==> src/hw/spi_slave_pkg.sv <==
/*
 * Shared constants and types for the serial peripheral slave: register
 * offsets, control field layout, reset values, edge counts and states.
 * Assumes a single 100 MHz module clock and a byte-addressed register port.
 */
package spi_slave_pkg;

    // ==========================================================
    // Register port
    localparam int          ADDR_W          = 8;
    localparam int          DATA_W          = 32;
    localparam logic [7:0]  OFF_CONTROL     = 8'h00;
    localparam logic [7:0]  OFF_DATA        = 8'h04;
    localparam logic [7:0]  OFF_STATUS      = 8'h08;

    // ==========================================================
    // Control register field positions
    localparam int          POS_MASTER_SELECT   = 0;
    localparam int          POS_CPOL            = 1;
    localparam int          POS_CPHA            = 2;
    localparam int          POS_LSB_FIRST       = 3;
    localparam int          POS_WORD_WIDTH      = 4;
    localparam int          POS_SINGLE_WIRE     = 5;
    localparam int          POS_SINGLE_WIRE_OE  = 6;
    localparam int          POS_SELECT_OE       = 7;
    localparam int          POS_FAULT_DETECT    = 8;
    localparam int          CTRL_W              = 9;
    localparam logic [8:0]  CTRL_RESET          = 9'h000;

    // Status register field positions
    localparam int          POS_DONE            = 0;
    localparam int          POS_BUSY            = 1;

    // ==========================================================
    // Word geometry
    localparam int          WORD_MAX        = 16;
    localparam logic [15:0] DATA_RESET      = 16'h0000;
    localparam int          CNT_W           = 6;
    localparam logic [5:0]  EDGES_NARROW    = 6'h10;
    localparam logic [5:0]  EDGES_WIDE      = 6'h20;

    // ==========================================================
    // Types
    typedef struct packed {
        logic fault_detect_enable;
        logic select_output_enable;
        logic single_wire_output_enable;
        logic single_wire_mode;
        logic word_width_select;
        logic lsb_first;
        logic cpha;
        logic cpol;
        logic master_select;
    } ctrl_t;

    typedef enum logic [0:0] {
        ST_IDLE   = 1'b0,
        ST_ACTIVE = 1'b1
    } xfer_state_t;

    typedef struct packed {
        logic sck;
        logic ss_n;
        logic mosi;
        logic miso;
    } pins_t;

endpackage

==> src/hw/sync_2ff.sv <==
/*
 * Two-stage synchroniser for a vector of asynchronous levels.
 * Assumes each bit is an independent level; the first stage is read
 * only by the second stage.
 */
`timescale 1ns/1ns
module sync_2ff #(
    parameter int W = 4
) (
    input  wire logic         clk,
    input  wire logic         arst_n,
    input  wire logic [W-1:0] d,
    output logic      [W-1:0] q
);

    // ==========================================================
    // State
    typedef struct packed {
        logic [W-1:0] meta;
        logic [W-1:0] stable;
    } sync_t;

    sync_t cur;
    sync_t next_cur;

    initial begin
        if (W < 1) begin
            $error("sync_2ff: width must be at least one");
        end
    end

    always_comb begin
        next_cur        = cur;
        next_cur.meta   = d;
        next_cur.stable = cur.meta;
    end

    always_ff @(posedge clk or negedge arst_n) begin
        if (!arst_n) begin
            cur <= '0;
        end else begin
            cur <= next_cur;
        end
    end

    assign q = cur.stable;

endmodule

==> src/hw/spi_slave_transfer.sv <==
/*
 * Serial peripheral slave: shift engine for both clock phases, select
 * handling, double-buffered reception and the register port.
 * Assumes an external master drives sck, ss_n and mosi asynchronously,
 * at a bit rate well below a quarter of the module clock.
 */
// Implementation choices: the strobed register port and the register offsets.
`timescale 1ns/1ns
module spi_slave_transfer
    import spi_slave_pkg::*;
#(
    parameter int WORD_W = WORD_MAX
) (
    input  wire logic              clk,
    input  wire logic              arst_n,
    input  wire logic [ADDR_W-1:0] addr,
    input  wire logic [DATA_W-1:0] wdata,
    input  wire logic              we,
    input  wire logic              re,
    output logic      [DATA_W-1:0] rdata,
    input  wire logic              sck,
    input  wire logic              ss_n,
    input  wire logic              mosi,
    input  wire logic              miso_i,
    output logic                   miso_o,
    output logic                   miso_oe_n,
    output logic                   transfer_done_flag
);

    // ==========================================================
    // State
    typedef struct packed {
        xfer_state_t         state;
        logic [CNT_W-1:0]    edge_cnt;
        logic [WORD_MAX-1:0] shreg;
        logic                latched;
        logic                out_bit;
        logic                drive;
        logic                sck_prev;
        ctrl_t               ctrl;
        logic [WORD_MAX-1:0] tx_data;
        logic [WORD_MAX-1:0] rx_data;
        logic                done;
        logic [DATA_W-1:0]   rdata;
    } slave_state_t;

    slave_state_t cur;
    slave_state_t next_cur;
    pins_t        pin_raw;
    pins_t        pin_s;

    initial begin
        if (WORD_W != WORD_MAX) begin
            $error("spi_slave_transfer: only a 16-bit shift register is supported");
        end
    end

    // ==========================================================
    // Pin synchronisation
    assign pin_raw.sck  = sck;
    assign pin_raw.ss_n = ss_n;
    assign pin_raw.mosi = mosi;
    assign pin_raw.miso = miso_i;

    sync_2ff #(
        .W      (4)
    ) u_sync (
        .clk    (clk),
        .arst_n (arst_n),
        .d      (pin_raw),
        .q      (pin_s)
    );

    // ==========================================================
    // Word helpers
    function automatic logic first_bit(input logic [WORD_MAX-1:0] sh,
                                       input logic                wide,
                                       input logic                lsb);
        logic r;
        r = 1'b0;
        if (lsb) begin
            r = sh[0];
        end else if (wide) begin
            r = sh[15];
        end else begin
            r = sh[7];
        end
        return r;
    endfunction

    function automatic logic [WORD_MAX-1:0] shift_in(input logic [WORD_MAX-1:0] sh,
                                                     input logic                b,
                                                     input logic                wide,
                                                     input logic                lsb);
        logic [WORD_MAX-1:0] r;
        r = sh;
        if (!lsb) begin
            r = {sh[14:0], b};
        end else if (wide) begin
            r = {b, sh[15:1]};
        end else begin
            r = {8'h00, b, sh[7:1]};
        end
        return r;
    endfunction

    // ==========================================================
    // Next-state logic
    logic                slave_mode;
    logic                selected;
    logic                sck_edge;
    logic                serial_in;
    logic [CNT_W-1:0]    edge_num;
    logic [CNT_W-1:0]    last_edge;
    logic                odd_edge;
    logic                wide;
    logic                lsb;
    logic [WORD_MAX-1:0] word_mask;
    logic [WORD_MAX-1:0] shifted;
    logic                finished;

    always_comb begin
        next_cur   = cur;
        slave_mode = !cur.ctrl.master_select;
        selected   = slave_mode && !pin_s.ss_n;
        // Any transition counts, so polarity never moves the acting edges
        sck_edge   = pin_s.sck ^ cur.sck_prev;
        // Single-wire slave listens on its own output pin
        serial_in  = cur.ctrl.single_wire_mode ? pin_s.miso : pin_s.mosi;
        wide       = cur.ctrl.word_width_select;
        lsb        = cur.ctrl.lsb_first;
        last_edge  = wide ? EDGES_WIDE : EDGES_NARROW;
        word_mask  = wide ? 16'hffff : 16'h00ff;
        edge_num   = cur.edge_cnt + 6'h01;
        odd_edge   = edge_num[0];
        shifted    = shift_in(cur.shreg, cur.latched, wide, lsb);
        finished   = 1'b0;

        next_cur.sck_prev = pin_s.sck;

        // Pin driver: released unless selected and pointed outward
        next_cur.drive = selected &&
                         (!cur.ctrl.single_wire_mode || cur.ctrl.single_wire_output_enable);

        case (cur.state)
            ST_IDLE: begin
                next_cur.edge_cnt = '0;
                if (selected) begin
                    // A fresh select loads the software word
                    next_cur.shreg   = cur.tx_data & word_mask;
                    next_cur.out_bit = cur.ctrl.cpha ? 1'b0
                                                     : first_bit(cur.tx_data, wide, lsb);
                    next_cur.state   = ST_ACTIVE;
                end
            end
            ST_ACTIVE: begin
                if (!selected) begin
                    // Partial word is dropped
                    next_cur.state    = ST_IDLE;
                    next_cur.edge_cnt = '0;
                end else if (sck_edge) begin
                    next_cur.edge_cnt = edge_num;
                    if (!cur.ctrl.cpha) begin
                        if (odd_edge) begin
                            next_cur.latched = serial_in;
                        end else begin
                            next_cur.shreg   = shifted;
                            next_cur.out_bit = first_bit(shifted, wide, lsb);
                            finished         = (edge_num == last_edge);
                        end
                    end else begin
                        if (odd_edge) begin
                            if (edge_num == 6'h01) begin
                                next_cur.out_bit = first_bit(cur.shreg, wide, lsb);
                            end else begin
                                next_cur.shreg   = shifted;
                                next_cur.out_bit = first_bit(shifted, wide, lsb);
                            end
                        end else begin
                            next_cur.latched = serial_in;
                            if (edge_num == last_edge) begin
                                // Last sample goes straight in to close the word
                                next_cur.shreg = shift_in(cur.shreg, serial_in, wide, lsb);
                                finished       = 1'b1;
                            end
                        end
                    end
                    if (finished) begin
                        // Shift register keeps the received word for the next word
                        next_cur.rx_data  = next_cur.shreg & word_mask;
                        next_cur.edge_cnt = '0;
                        if (cur.ctrl.cpha) begin
                            next_cur.out_bit = first_bit(next_cur.shreg, wide, lsb);
                        end
                    end
                end
            end
            default: begin
                next_cur.state    = ST_IDLE;
                next_cur.edge_cnt = '0;
            end
        endcase

        // ======================================================
        // Register port
        if (we) begin
            case (addr)
                // Select sequencing as a master is not built; its enable is only stored
                OFF_CONTROL: next_cur.ctrl    = ctrl_t'(wdata[CTRL_W-1:0]);
                OFF_DATA:    next_cur.tx_data = wdata[WORD_MAX-1:0];
                default:     next_cur.ctrl    = cur.ctrl;
            endcase
        end

        next_cur.rdata = '0;
        if (re) begin
            case (addr)
                OFF_CONTROL: next_cur.rdata[CTRL_W-1:0]   = cur.ctrl;
                OFF_DATA:    next_cur.rdata[WORD_MAX-1:0] = cur.rx_data;
                OFF_STATUS: begin
                    next_cur.rdata[POS_DONE] = cur.done;
                    next_cur.rdata[POS_BUSY] = (cur.state == ST_ACTIVE);
                end
                default:     next_cur.rdata = '0;
            endcase
        end

        // Reading the data clears the flag; a finishing word wins
        if (re && addr == OFF_DATA) begin
            next_cur.done = 1'b0;
        end
        if (finished) begin
            next_cur.done = 1'b1;
        end
    end

    // ==========================================================
    // State register
    always_ff @(posedge clk or negedge arst_n) begin
        if (!arst_n) begin
            cur          <= '0;
            cur.state    <= ST_IDLE;
            cur.ctrl     <= ctrl_t'(CTRL_RESET);
            cur.tx_data  <= DATA_RESET;
            cur.rx_data  <= DATA_RESET;
        end else begin
            cur <= next_cur;
        end
    end

    // ==========================================================
    // Outputs
    assign rdata              = cur.rdata;
    assign miso_o             = cur.drive ? cur.out_bit : 1'b0;
    assign miso_oe_n          = !cur.drive;
    assign transfer_done_flag = cur.done;

endmodule

==> config.mk <==
export PLATFORM = sky130hd
export DESIGN_NAME = spi_slave_transfer
export DESIGN_NICKNAME = d
export VERILOG_FILES = /design/src/hw/spi_slave_pkg.sv /design/src/hw/sync_2ff.sv /design/src/hw/spi_slave_transfer.sv
export SDC_FILE = /design/constraint.sdc
export NUM_CORES = 1
export LEC_CHECK = 0
export BUFFER_PORTS_ARGS = -buffer_cell sky130_fd_sc_hd__buf_2
export CELL_PAD_IN_SITES_DETAIL_PLACEMENT = 0
export CELL_PAD_IN_SITES_GLOBAL_PLACEMENT = 2
export CORE_ASPECT_RATIO = 0.7
export CORE_MARGIN = 2
export CORE_UTILIZATION = 35
export DETAILED_ROUTE_END_ITERATION = 10
export HOLD_SLACK_MARGIN = 0.03
export PLACE_DENSITY = 0.86
export SKIP_CTS_REPAIR_TIMING = 1
export SLEW_MARGIN = 10
export SYNTH_ARGS = -nofsm -noshare
export SYNTH_HDL_FRONTEND = slang
export SYNTH_SLANG_ARGS = --single-unit
==> constraint.sdc <==
create_clock -name clk -period 2.85 [get_ports clk]
set_input_delay 0.4275 -clock clk [delete_from_list [all_inputs] [get_ports clk]]
set_output_delay 0.4275 -clock clk [all_outputs]
set_load 0.02 [all_outputs]
Word level (Yosys, flattened, before mapping)
Index checks and enable logic that the tools add are counted.
Word-level totals
  bits of input ports: 48
  output and inout bits: 35
  flip-flop bits (word level): 109
  logic and storage cells: 109
Cells by class
  muxes and demuxes: 57
  add/sub/neg operators: 1
  equality and inequality tests: 10
  bitwise gates (word level): 4
  reductions and logical operators: 15
Operator list (number)
  $mux W16: 11
  $mux W18: 5
  $pmux W23 S2: 1
  $and A16 B16 Y16: 2
  $mux W1: 32
  $mux W24: 1
  $mux W6: 3
  $pmux W7 S2: 1
  $eq A8 B3 Y1 const B: 1
  $eq A8 B4 Y1 const B: 1
  $logic_not A8 Y1: 1
  $mux W7: 1
  $add A6 B1 Y6 const B: 1
  $eq A6 B1 Y1 const B: 1
  $eq A6 B6 Y1: 1
  $pmux W2 S3: 1
  $ne A5 B4 Y1 const B: 1
  $ne A5 B5 Y1 const B: 1
  $reduce_and A5 Y1: 1
  $logic_not A1 Y1: 4
  $ne A2 B1 Y1 const B: 2
  $reduce_and A2 Y1: 2
  $reduce_and A4 Y1: 1
  $logic_and A1 B1 Y1: 3
  8 further kinds: 8

Longest topological paths before layout
Gate-level depths: netlist (run 1).
  word-level depth: 17
  mapped depth: 11

Cells and area by module
Synthesis (run 1) repeated with hierarchy kept, for this count alone.
Second synthesis, totals
  cells, all modules: 471
  area total of the unflattened synthesis: 4814.6 um^2
By module, submodules not included
  spi_slave_transfer: area each 4584.4 um^2, cells an instance 459, times used 1, sequential area each 2127.0 um^2
  sync_2ff: area each 230.2 um^2, cells an instance 12, times used 1, sequential area each 200.2 um^2

Worst setup path after synthesis (run 1)
OpenSTA, ideal clock, no wires.
  kind: register -> register
  from: register cur[95] (netlist bit)
  to: register cur[87] (netlist bit)
  path slack: 0.401 ns
  arrival: 2.303 ns
  stages on the path, launching flop included: 12
  path buffers: 3
  library setup time: 0.146 ns
  clock period less this slack: 2.449 ns
  cells stage by stage: dfrtp_1 ha_1 buf_2 and2_1 a21oi_1 o31a_1 or2_0 buf_2 a221oi_4 buf_6 mux2i_1 o221ai_1
On the way
  cells in the longest elaborated chain, start to end: 11
  elaborated cells on any way between the ends: 13
Ends and longest elaborated chain
  start, declared: RTL line spi_slave_transfer.sv:47  | slave_state_t cur;
  start signal, assigned: RTL line spi_slave_transfer.sv:247  | cur <= next_cur;
  $add A6 B1 Y6 (*): RTL line spi_slave_transfer.sv:134  | edge_num = cur.edge_cnt + 6'h01;
  $eq A6 B6 Y1 / $eq A6 B1 Y1 (equally long branches): RTL line spi_slave_transfer.sv:181, spi_slave_transfer.sv:173
  $mux W16 (on tied branches): RTL line spi_slave_transfer.sv:181, spi_slave_transfer.sv:173
  $mux W16 (*): RTL line spi_slave_transfer.sv:172  | if (odd_edge) begin
  $mux W18 (*): RTL line spi_slave_transfer.sv:163  | if (!cur.ctrl.cpha) begin
  $mux W18 (*): RTL line spi_slave_transfer.sv:161  | end else if (sck_edge) begin
  $mux W18 (*): RTL line spi_slave_transfer.sv:157  | if (!selected) begin
  $mux W18 (*): RTL line spi_slave_transfer.sv:145  | case (cur.state)
  $mux W24 (*): RTL line spi_slave_transfer.sv:161
  $mux W18 (*): RTL line spi_slave_transfer.sv:157
  $pmux W23 S2 (*): RTL line spi_slave_transfer.sv:145
Every way passes the cells marked *; elsewhere a longest branch is shown, timed or not. The select of a mux whose other input is x is not followed.
A chain may end at the register's enable or synchronous reset.

Final worst setup path (run 1)
  from: register cur[94] (netlist bit)
  to: register cur[48] (netlist bit)
On the way
  cells in the longest elaborated chain, start to end: 9
  elaborated cells on any way between the ends: 20
Ends and longest elaborated chain
  $add A6 B1 Y6 (*): RTL line spi_slave_transfer.sv:134
  $eq A6 B6 Y1 / $eq A6 B1 Y1 (equally long branches): RTL line spi_slave_transfer.sv:169, spi_slave_transfer.sv:181, spi_slave_transfer.sv:173
  $mux W1, or another cell as far along: RTL line spi_slave_transfer.sv:181  | if (edge_num == last_edge) begin
  $mux W1 / $mux W16 (equally long branches): RTL line spi_slave_transfer.sv:172
  $mux W1 / $mux W18 (equally long branches): RTL line spi_slave_transfer.sv:163
  $mux W1 / $mux W18 (equally long branches): RTL line spi_slave_transfer.sv:161
  $mux W1 / $mux W18 (equally long branches): RTL line spi_slave_transfer.sv:157
  $mux W1 / $mux W18 (equally long branches): RTL line spi_slave_transfer.sv:145
  $reduce_and A4 Y1 (no line) / $and A16 B16 Y16 (equally long branches)
Marked as above.

==> results.cfg, run 1 <==
[clock_network]
cts.path.max_buffers = 2
cts_buffers = 9
cts_tree = done
cts_sinks = 93
cts_root_buf = clkbuf_16
clock_latency_ps = 350
clk_pin_slew_ps = 70
htreeDepth = 3

[floorplan]
die_w_microns = 144.9
rows = 36
dieHeight_microns = 102.7
core_area_sq_mm = 0.01374
ioPinCount = 83
start_util_pct = 35.43
die_area_sq_mm = 0.01488

[global_routing]
track_usage_pct = 16.74
grt_pass1_vias = 3651
grt_pass1_wl_microns = 19470
grt_max_degree = 58
antenna_found_initial = 0
grt_overflow = 0

[setup_path]
cp_top_family = compound AO/OA/AOI/OAI gates
cp_num_buf_inv = 4
slowest_stage = a311oi_1
reg2regPathDepth = 10
crit_chain = buf_4 -> buf_4 -> clkinv_1 -> ha_1 -> nand3_1 -> or2_0 -> buf_4 -> a21oi_1 -> a311oi_1 -> o21ai_0
critPathCaptureType = flip-flop
crit_top_cell = buf_4
worst-path-max-fanout = 17
worst-endpoint-arrival_ps = 2830
critical_path_class = reg -> reg
cp_slowest_stage_delay_ps = 540
crit_cells = 10
worstSetupStartpointType = flip-flop
required_ps = 3050

[detailed_routing]
avgViaCountPerCell = 5.176
finalWirelength_microns = 11820
num_vias = 3727
ant_nets = 0
wl_per_cell_microns = 16.41
first_pass_iters = 4
drtIter0Drc = 195
drc = 0

[timing]
finalHoldViolCount = 0
relSlewSlack_pct = 55.59
rsz0062_at_grt = false
fin_crit_ps = 2632
fin_crit_sh_pct = 92.34
tightest_slew_ps = 663.6
fin_tns_setup_ps = 0
drv_slew = 0
fin_skew_ps = 9.219
clock.fmax_mhz = 380.0
setup_viol = 0

[power_and_ir_drop]
power_leakage_nw = 2.567
peakVddDrop_uv = 274.3
p_per_area_mw_per_mm2 = 538.8

[placement]
port_buffers = 50
gp_congestion = 0.8827
dp_cells = 704
dpl.hpwl_microns = 8437

[finish]
num_antenna_cells = 0
nets = 576
layoutNonFillerInstCount = 720
drive_above_1_share_pct = 25.28
fin_util_pct = 40.20
area_delta_synth_final_pct = 13.47
fill_cells = 1343

[synth]
synth_largest_area_cell = dfrtp_1
ys_warn_count = 0
synth.distinct_cells = 61
ys_top_cells_by_area = dfrtp_1 48%, mux2_2 7.6%, buf_4 5.4%
synth_edf_count = 0
synthesis.area_sq_mm = 0.004867
synth_seq_area_share_pct = 47.81
ys.flop_type = dfrtp_1
avgSynthCellArea_sq_um = 10.01
yosys_register_bits = 93
synthArstFlopShare_pct = 100.0
yosysTopAreaCellShare_pct = 47.81
synth_cells = 486

[flow_run]
maxCapViolCount = 0

[min_path]
hold_path_class = in -> async

[outcome]
status = finished clean
-- power by group --
part | total [mW] | internal (mW) | switching, mW
Clock | 1.14 | 0.598 | 0.540
Combinational | 0.397 | 0.152 | 0.245
Sequential | 1.44 | 1.38 | 0.0616
Total | 2.98 | 2.13 | 0.847
-- registers in the layout (all words and copies together), names as in the netlist --
register            cells
cur                    66
rdata                  16
u_sync.cur              4
u_sync.q                4
lsb                     1
transfer_done_flag      1
wide                    1
-- stage by stage --
step | setup slack [ps] | total power [mW] | instance area (sq um) | hold slack, ps
global placement | 320.1 | 1.848 | 5248 | 335.1
finish | 218.2 | 2.976 | 5523 | 41.54
detailed placement | 262.2 | 1.859 | 5248 | 335.5
global route | 28.08 | 3.109 | 5523 | 90.04
floorplan | 401.1 | 1.718 | 4923 | 131.9
CTS | 243.2 | 3.001 | 5523 | 61.14
-- cell usage after synthesis, drive strengths merged (2+ instances only) --
cell type / instances
a21boi: 2
dfrtp: 93
a21oi: 32
o31ai: 2
a31oi: 8
o2bb2ai: 3
nor4: 2
o21ai: 34
clkbuf: 18
mux2i: 18
and3: 2
nor2b: 5
o32ai: 6
o22ai: 5
or3: 2
a311oi: 2
xnor2: 2
or2: 2
a22o: 8
o211ai: 3
nand3: 16
a221oi: 2
nor3: 5
nand2b: 2
inv: 18
nor2: 38
ha: 3
and2: 11
o221ai: 4
nand2: 40
a211oi: 3
mux2: 33
buf: 44
-- layer usage --
| layer | global-route usage, % | wire length (microns) |
|---|---|---|
| met1 | 24.54 | 5854 |
| met2 | 25.13 | 5108 |
| met3 | 3.673 | 755 |
| met4 | 4.570 | 98 |
| met5 | 0 | 0 |
-- cell usage in the layout (no fill, tap or decap), types with 3 or more instances in the layout --
cell,instances
conb_1,16
nor3_1,3
mux2i_1,18
o21ai_0,30
a22o_1,8
buf_2,49
nand3_1,16
buf_4,24
a31oi_1,8
ha_1,3
o2bb2ai_1,3
o221ai_1,4
o211ai_1,3
o32ai_1,6
clkbuf_16,9
inv_1,18
and2_1,11
dfrtp_1,93
o22ai_1,5
mux2_2,33
nor2b_1,5
nand2_1,40
a21oi_1,32
nor2_1,37
o21ai_1,4
-- cell families after synthesis --
| logic type | share of synthesized area (%) |
|---|---|
| compound gates | 16.92 |
| simple gates | 13.47 |
| buf+inv | 9.254 |
| xor+xnor | 0.3600 |
| fa+ha+maj | 0.7713 |
| mux | 11.34 |
| flops | 47.81 |
| other cells | 0.07705 |
-- worst reg2reg max path, cell delays in order, from the launching register on --
cell and delay [ps]:
dfrtp_1 370, buf_4 170, buf_4 240, clkinv_1 130, ha_1 240, nand3_1 110
or2_0 230, buf_4 200, a21oi_1 100, a311oi_1 540, o21ai_0 170
-- worst paths after layout --
path | end | startpoint | slack (ps)
max in group asynchronous | cur[84] | arst_n | 2130
worst min-delay path | cur[47] | arst_n | 40
worst max-delay path | cur[48] | cur[94] | 220
worst max register to register | cur[48] | cur[94] | 220
min in group clk | u_sync.cur[7] | sck | 180
worst min register to register | u_sync.q[3] | u_sync.cur[7] | 350
-- area by class of cell --
type | instances | area, sq um | share of cell area, %
Tap cell | 190 | 237.7 | 4.304
Inverter | 19 | 71.32 | 1.291
Sequential cell | 93 | 2327 | 42.14
Clock buffer | 10 | 229.0 | 4.146
Clock inverter | 6 | 46.29 | 0.8382
Multi-Input combinational cell | 327 | 2146 | 38.85
Timing Repair Buffer | 75 | 465.4 | 8.428
Power figures use the tool's default switching activity.
==> run 2, diff against run 1 <==
--- a/config.mk
+++ b/config.mk
@@ -10,10 +10,11 @@
 export CELL_PAD_IN_SITES_GLOBAL_PLACEMENT = 2
 export CORE_ASPECT_RATIO = 0.7
 export CORE_MARGIN = 2
-export CORE_UTILIZATION = 35
+export CORE_UTILIZATION = 37
+export CTS_BUF_LIST = sky130_fd_sc_hd__clkbuf_8
 export DETAILED_ROUTE_END_ITERATION = 10
 export HOLD_SLACK_MARGIN = 0.03
-export PLACE_DENSITY = 0.86
+export PLACE_DENSITY = 0.9
 export SKIP_CTS_REPAIR_TIMING = 1
 export SLEW_MARGIN = 10
 export SYNTH_ARGS = -nofsm -noshare
==> constraint.sdc (replaced) <==
create_clock -name clk -period 2.7 [get_ports clk]
set_input_delay 0.405 -clock clk [delete_from_list [all_inputs] [get_ports clk]]
set_output_delay 0.405 -clock clk [all_outputs]
set_load 0.02 [all_outputs]
==> run 2 against run 1 <==
Clock power down 16%. Critical endpoint is now cur[33]. Cell count fell by 2.8%. Sequential power grew 6%. Clock-buffer cell count down 1. Final area fell by 0.95%.
==> results.cfg, run 2 (same netlist as run 1, synthesis figures left out) <==
[timing]
tightest_slew_ps = 726.1
clock.fmax_mhz = 393.7
relSlewSlack_pct = 51.60
fin_tns_setup_ps = 0
drv_slew = 0
timing.hold.ws_ps = 86.32
fin_crit_ps = 2540
finalHoldViolCount = 0
setup_ws_ps = 160.1
rsz0062_at_grt = false
setup_viol = 0
fin_crit_sh_pct = 94.07
fin_skew_ps = 5.813

[finish]
nets = 580
fill_cells = 1251
seq_area_sq_mm = 0.002327
layout_commonest_cell = dfrtp_1
multi_input_area_sq_mm = 0.002183
mostFrequentLayoutCells = 93 x dfrtp_1, 49 x buf_2, 40 x nand2_1
drive_above_1_share_pct = 26.40
largest_register_ff_count = 66
regMostFlops = cur
area_delta_synth_final_pct = 12.39
num_antenna_cells = 0

[floorplan]
dieHeight_microns = 99.96
ioPinCount = 83
core_area_sq_mm = 0.01301
die_w_microns = 141.1
rows = 35
start_util_pct = 37.42
die_area_sq_mm = 0.01410

[setup_path]
critPathCaptureType = flip-flop
worstSetupStartpointType = flip-flop
worst-path-max-fanout = 10
slowest_stage = a311o_2
cp_slowest_stage_delay_ps = 450
critical_path_class = reg -> reg
crit_chain = ha_4 -> and3_1 -> o211ai_1 -> a311o_2 -> nor2_4 -> buf_4 -> a21oi_1 -> a311oi_2 -> buf_4 -> a21oi_1
worst-endpoint-arrival_ps = 2800
cp_num_buf_inv = 2
cp_top_family = compound AO/OA/AOI/OAI gates
required_ps = 2960

[detailed_routing]
ant_nets = 0
first_pass_iters = 5
avgViaCountPerCell = 5.370
met1_length_microns = 5809
drtIter0Drc = 256
routed-wl-met2_microns = 5113
wl_met3_microns = 771
finalWirelength_microns = 11800
drc = 0
wl_per_cell_microns = 16.86
num_vias = 3759
maxUsedRoutingLayer = met4

[global_routing]
track_usage_pct = 17.14
grt_max_degree = 55
grt_pass1_wl_microns = 19060
antenna_found_initial = 0
grt_overflow = 0
grt_pass1_vias = 3623

[clock_network]
clock_latency_ps = 370
htreeDepth = 3
cts.path.max_buffers = 2
cts_tree = done
clk_pin_slew_ps = 100
cts_root_buf = clkbuf_8
cts_buffers = 9
cts_sinks = 93

[outcome]
status = finished clean

[min_path]
hold_path_class = in -> async

[power_and_ir_drop]
peakVddDrop_uv = 220.0
power_leakage_nw = 2.560
p_total_mw = 2.908
p_per_area_mw_per_mm2 = 531.6

[flow_run]
maxCapViolCount = 0

[placement]
post-place-ws_ps = -20.10
dpl.hpwl_microns = 8426
port_buffers = 50
gp_congestion = 0.8799
## run 2: stage by stage
step / util (%) / area [sq um] / cells
floorplan: - / 4923 / 501
global placement: 40.13 / 5220 / 682
detailed placement: 40.13 / 5220 / 682
CTS: 41.65 / 5418 / 698
global route: 42.06 / 5470 / 700
finish: 42.06 / 5470 / 700
## run 2: per-layer routing
| metal | GRT usage, % | vias up |
|---|---|---|
| met5 | 0 | - |
| met4 | 3.923 | 0 |
| met3 | 3.531 | 16 |
| met2 | 25.24 | 139 |
| met1 | 25.99 | 1841 |
| li1 | - | 1763 |
## run 2: final cells by class
type | instances | share of cell area [%]
clock inverters | 7 | 1.349
flip-flops and latches | 93 | 42.54
inverters | 19 | 1.304
multi-input cells | 327 | 39.91
clock buffers | 9 | 2.264
well taps | 166 | 3.797
repair buffers | 79 | 8.829
## run 2: power by group
| part | total (mW) | switching, mW | internal, mW |
|---|---|---|---|
| Combinational | 0.429 | 0.264 | 0.165 |
| Sequential | 1.52 | 0.0668 | 1.45 |
| Clock | 0.959 | 0.525 | 0.433 |
## run 2: worst reg2reg max path: stages, from the launching register on
cell,delay [ps]
dfrtp_1,410
ha_4,220
and3_1,240
o211ai_1,100
a311o_2,450
nor2_4,150
buf_4,180
a21oi_1,90
a311oi_2,350
buf_4,170
a21oi_1,60
## run 2: worst paths after layout
check | from | end | slack, ps | depth (start not counted)
worst max-delay path | cur[94] | cur[33] | 160 | 10
min in group clk | ss_n | u_sync.cur[6] | 130 | 1
max in group asynchronous | arst_n | cur[66] | 1960 | 2
worst max register to register | cur[94] | cur[33] | 160 | 10
worst min register to register | u_sync.cur[6] | u_sync.q[2] | 350 | 0
worst min-delay path | arst_n | cur[46] | 90 | 1
==> run 3, diff against run 2 <==
--- a/config.mk
+++ b/config.mk
@@ -11,7 +11,7 @@
 export CORE_ASPECT_RATIO = 0.7
 export CORE_MARGIN = 2
 export CORE_UTILIZATION = 37
-export CTS_BUF_LIST = sky130_fd_sc_hd__clkbuf_8
+export CTS_BUF_LIST = sky130_fd_sc_hd__clkbuf_4
 export DETAILED_ROUTE_END_ITERATION = 10
 export HOLD_SLACK_MARGIN = 0.03
 export PLACE_DENSITY = 0.9
==> run 3 against run 2 <==
Non-clock buffer count up 5. Routed wire length down 0.20%. Largest power group unchanged. Hold slack better by 77 ps. Critical endpoint unchanged. Power down 5.0%. Die area unchanged. Highest routed layer unchanged. Critical path type unchanged. Core utilization about the same.
==> results.cfg, run 3 (same netlist as run 1, synthesis figures left out) <==
[outcome]
status = finished clean

[setup_path]
r2r_setup_slack_ps = 140
reg2reg_from = cur[94]
required_ps = 3060
reg2regPathDepth = 11
worstSetupStartpointType = flip-flop
worst-path-max-fanout = 17
critPathCaptureType = flip-flop
worst-endpoint-arrival_ps = 2920
r2r-end = cur[33]
critical_path_class = reg -> reg

[timing]
fin_skew_ps = 12.28
tightest_slew_ps = 718.8
fin_tns_setup_ps = 0
setup_viol = 0
rsz0062_at_grt = false
fin_crit_ps = 2562
clock.fmax_mhz = 390.3
fin_crit_sh_pct = 94.90
finalHoldViolCount = 0
drv_slew = 0
relSlewSlack_pct = 52.08

[global_routing]
track_usage_pct = 17.16
met3_usage_pct = 3.817
antenna_found_initial = 0
grt_overflow = 0
grt.busiest_layer = met1
met1_usage_pct = 26.02
grt_pass1_vias = 3621
grt_pass1_wl_microns = 19110
grt_util_met2_pct = 25.21
grt_max_degree = 55

[clock_network]
cts_buffers = 9
cts.path.max_buffers = 2
cts_sinks = 93
htreeDepth = 3
clock_latency_ps = 470
clk_pin_slew_ps = 150
cts_root_buf = clkbuf_4
cts_tree = done

[finish]
nets = 585
mostFrequentLayoutCells = 93 x dfrtp_1, 49 x buf_2, 40 x nand2_1
num_antenna_cells = 0
seq_area_sq_mm = 0.002327
stdcell_area_sq_mm = 0.005468
layoutNonFillerInstCount = 705
fill_cells = 1260
area_delta_synth_final_pct = 12.34
drive_above_1_share_pct = 26.35
multi_input_area_sq_mm = 0.002183
regMostFlops = cur
layout_commonest_cell = dfrtp_1
largest_register_ff_count = 66

[floorplan]
ioPinCount = 83
rows = 35
die_w_microns = 141.1
dieHeight_microns = 99.96
core_area_sq_mm = 0.01301
start_util_pct = 37.42
die_area_sq_mm = 0.01410

[detailed_routing]
drc = 0
avgViaCountPerCell = 5.363
first_pass_iters = 5
drtIter0Drc = 248
finalWirelength_microns = 11780
ant_nets = 0
num_vias = 3781
wl_per_cell_microns = 16.70

[power_and_ir_drop]
power_leakage_nw = 2.557
peakVddDrop_uv = 215.6
p_per_area_mw_per_mm2 = 505.2

[placement]
port_buffers = 50
dpl.hpwl_microns = 8426
gp_congestion = 0.8799
dp_cells = 682
dpl_cell_area_sq_mm = 0.005220

[min_path]
min_from = wdata[10]
hold_path_depth = 2
min_to = cur[59]
hold_path_class = in -> reg

[flow_run]
maxCapViolCount = 0
[run 3: cell types whose count changed in the layout (fill, tap and decap cells not counted), sizes merged]
cell         previous run  this run
inv                    21        20
dlygate4sd3             0         5
clkbuf                  9        10
[run 3: critical path: stages (launching register included)]
cell      delay [ps]
dfrtp_1          430
buf_4            180
buf_4            240
clkinv_1         110
ha_1             220
nand3_1          110
or2_0            240
buf_4            200
a21oi_1          120
a311oi_2         360
buf_4            180
a21oi_1           60
[run 3: layout make-up]
cell class / instances / area share, %
Multi-Input combinational cell: 327 / 39.93
Sequential cell: 93 / 42.56
Clock buffer: 10 / 1.373
Inverter: 19 / 1.304
Timing Repair Buffer: 84 / 9.748
Clock inverter: 6 / 1.281
Tap cell: 166 / 3.799
[run 3: how the worst max path moves through the flow]
stage            start       to  slack (ps)  depth (start not counted)
2_1_floorplan  cur[95]  cur[87]         250                         11
3_3_place_gp   cur[94]  cur[48]          80                          9
3_5_place_dp   cur[94]  cur[48]         -20                          9
4_1_cts        cur[94]  cur[48]         -60                          9
5_1_grt        cur[96]  cur[84]           7                          9
6_report       cur[94]  cur[33]         140                         11
[run 3: power breakdown]
part	total, mW	switching (mW)	leakage, nW	internal (mW)
combinational	0.434	0.265	1.24	0.169
sequential	1.52	0.0665	1.24	1.45
clock	0.806	0.505	0.0814	0.302
total	2.76	0.836	2.56	1.93
[run 3: per-stage QoR]
stage	power [mW]	setup slack [ps]	hold slack (ps)	util [%]
after CTS	2.779	-56.90	-21.46	41.25
after global routing	2.887	7.004	139.9	42.04
after detailed placement	1.963	-20.10	334.7	40.13
after floorplan	1.813	251.1	109.4	-
after global placement	1.952	81.25	335.8	40.13
final	2.762	137.7	162.9	42.04
[run 3: routing by layer]
layer / part of all wire [%] / vias up
met3: 6.0 / 17
met1: 50 / 1865
li1: - / 1777
met5: 0 / -
met4: 1.3 / 0
met2: 43 / 122
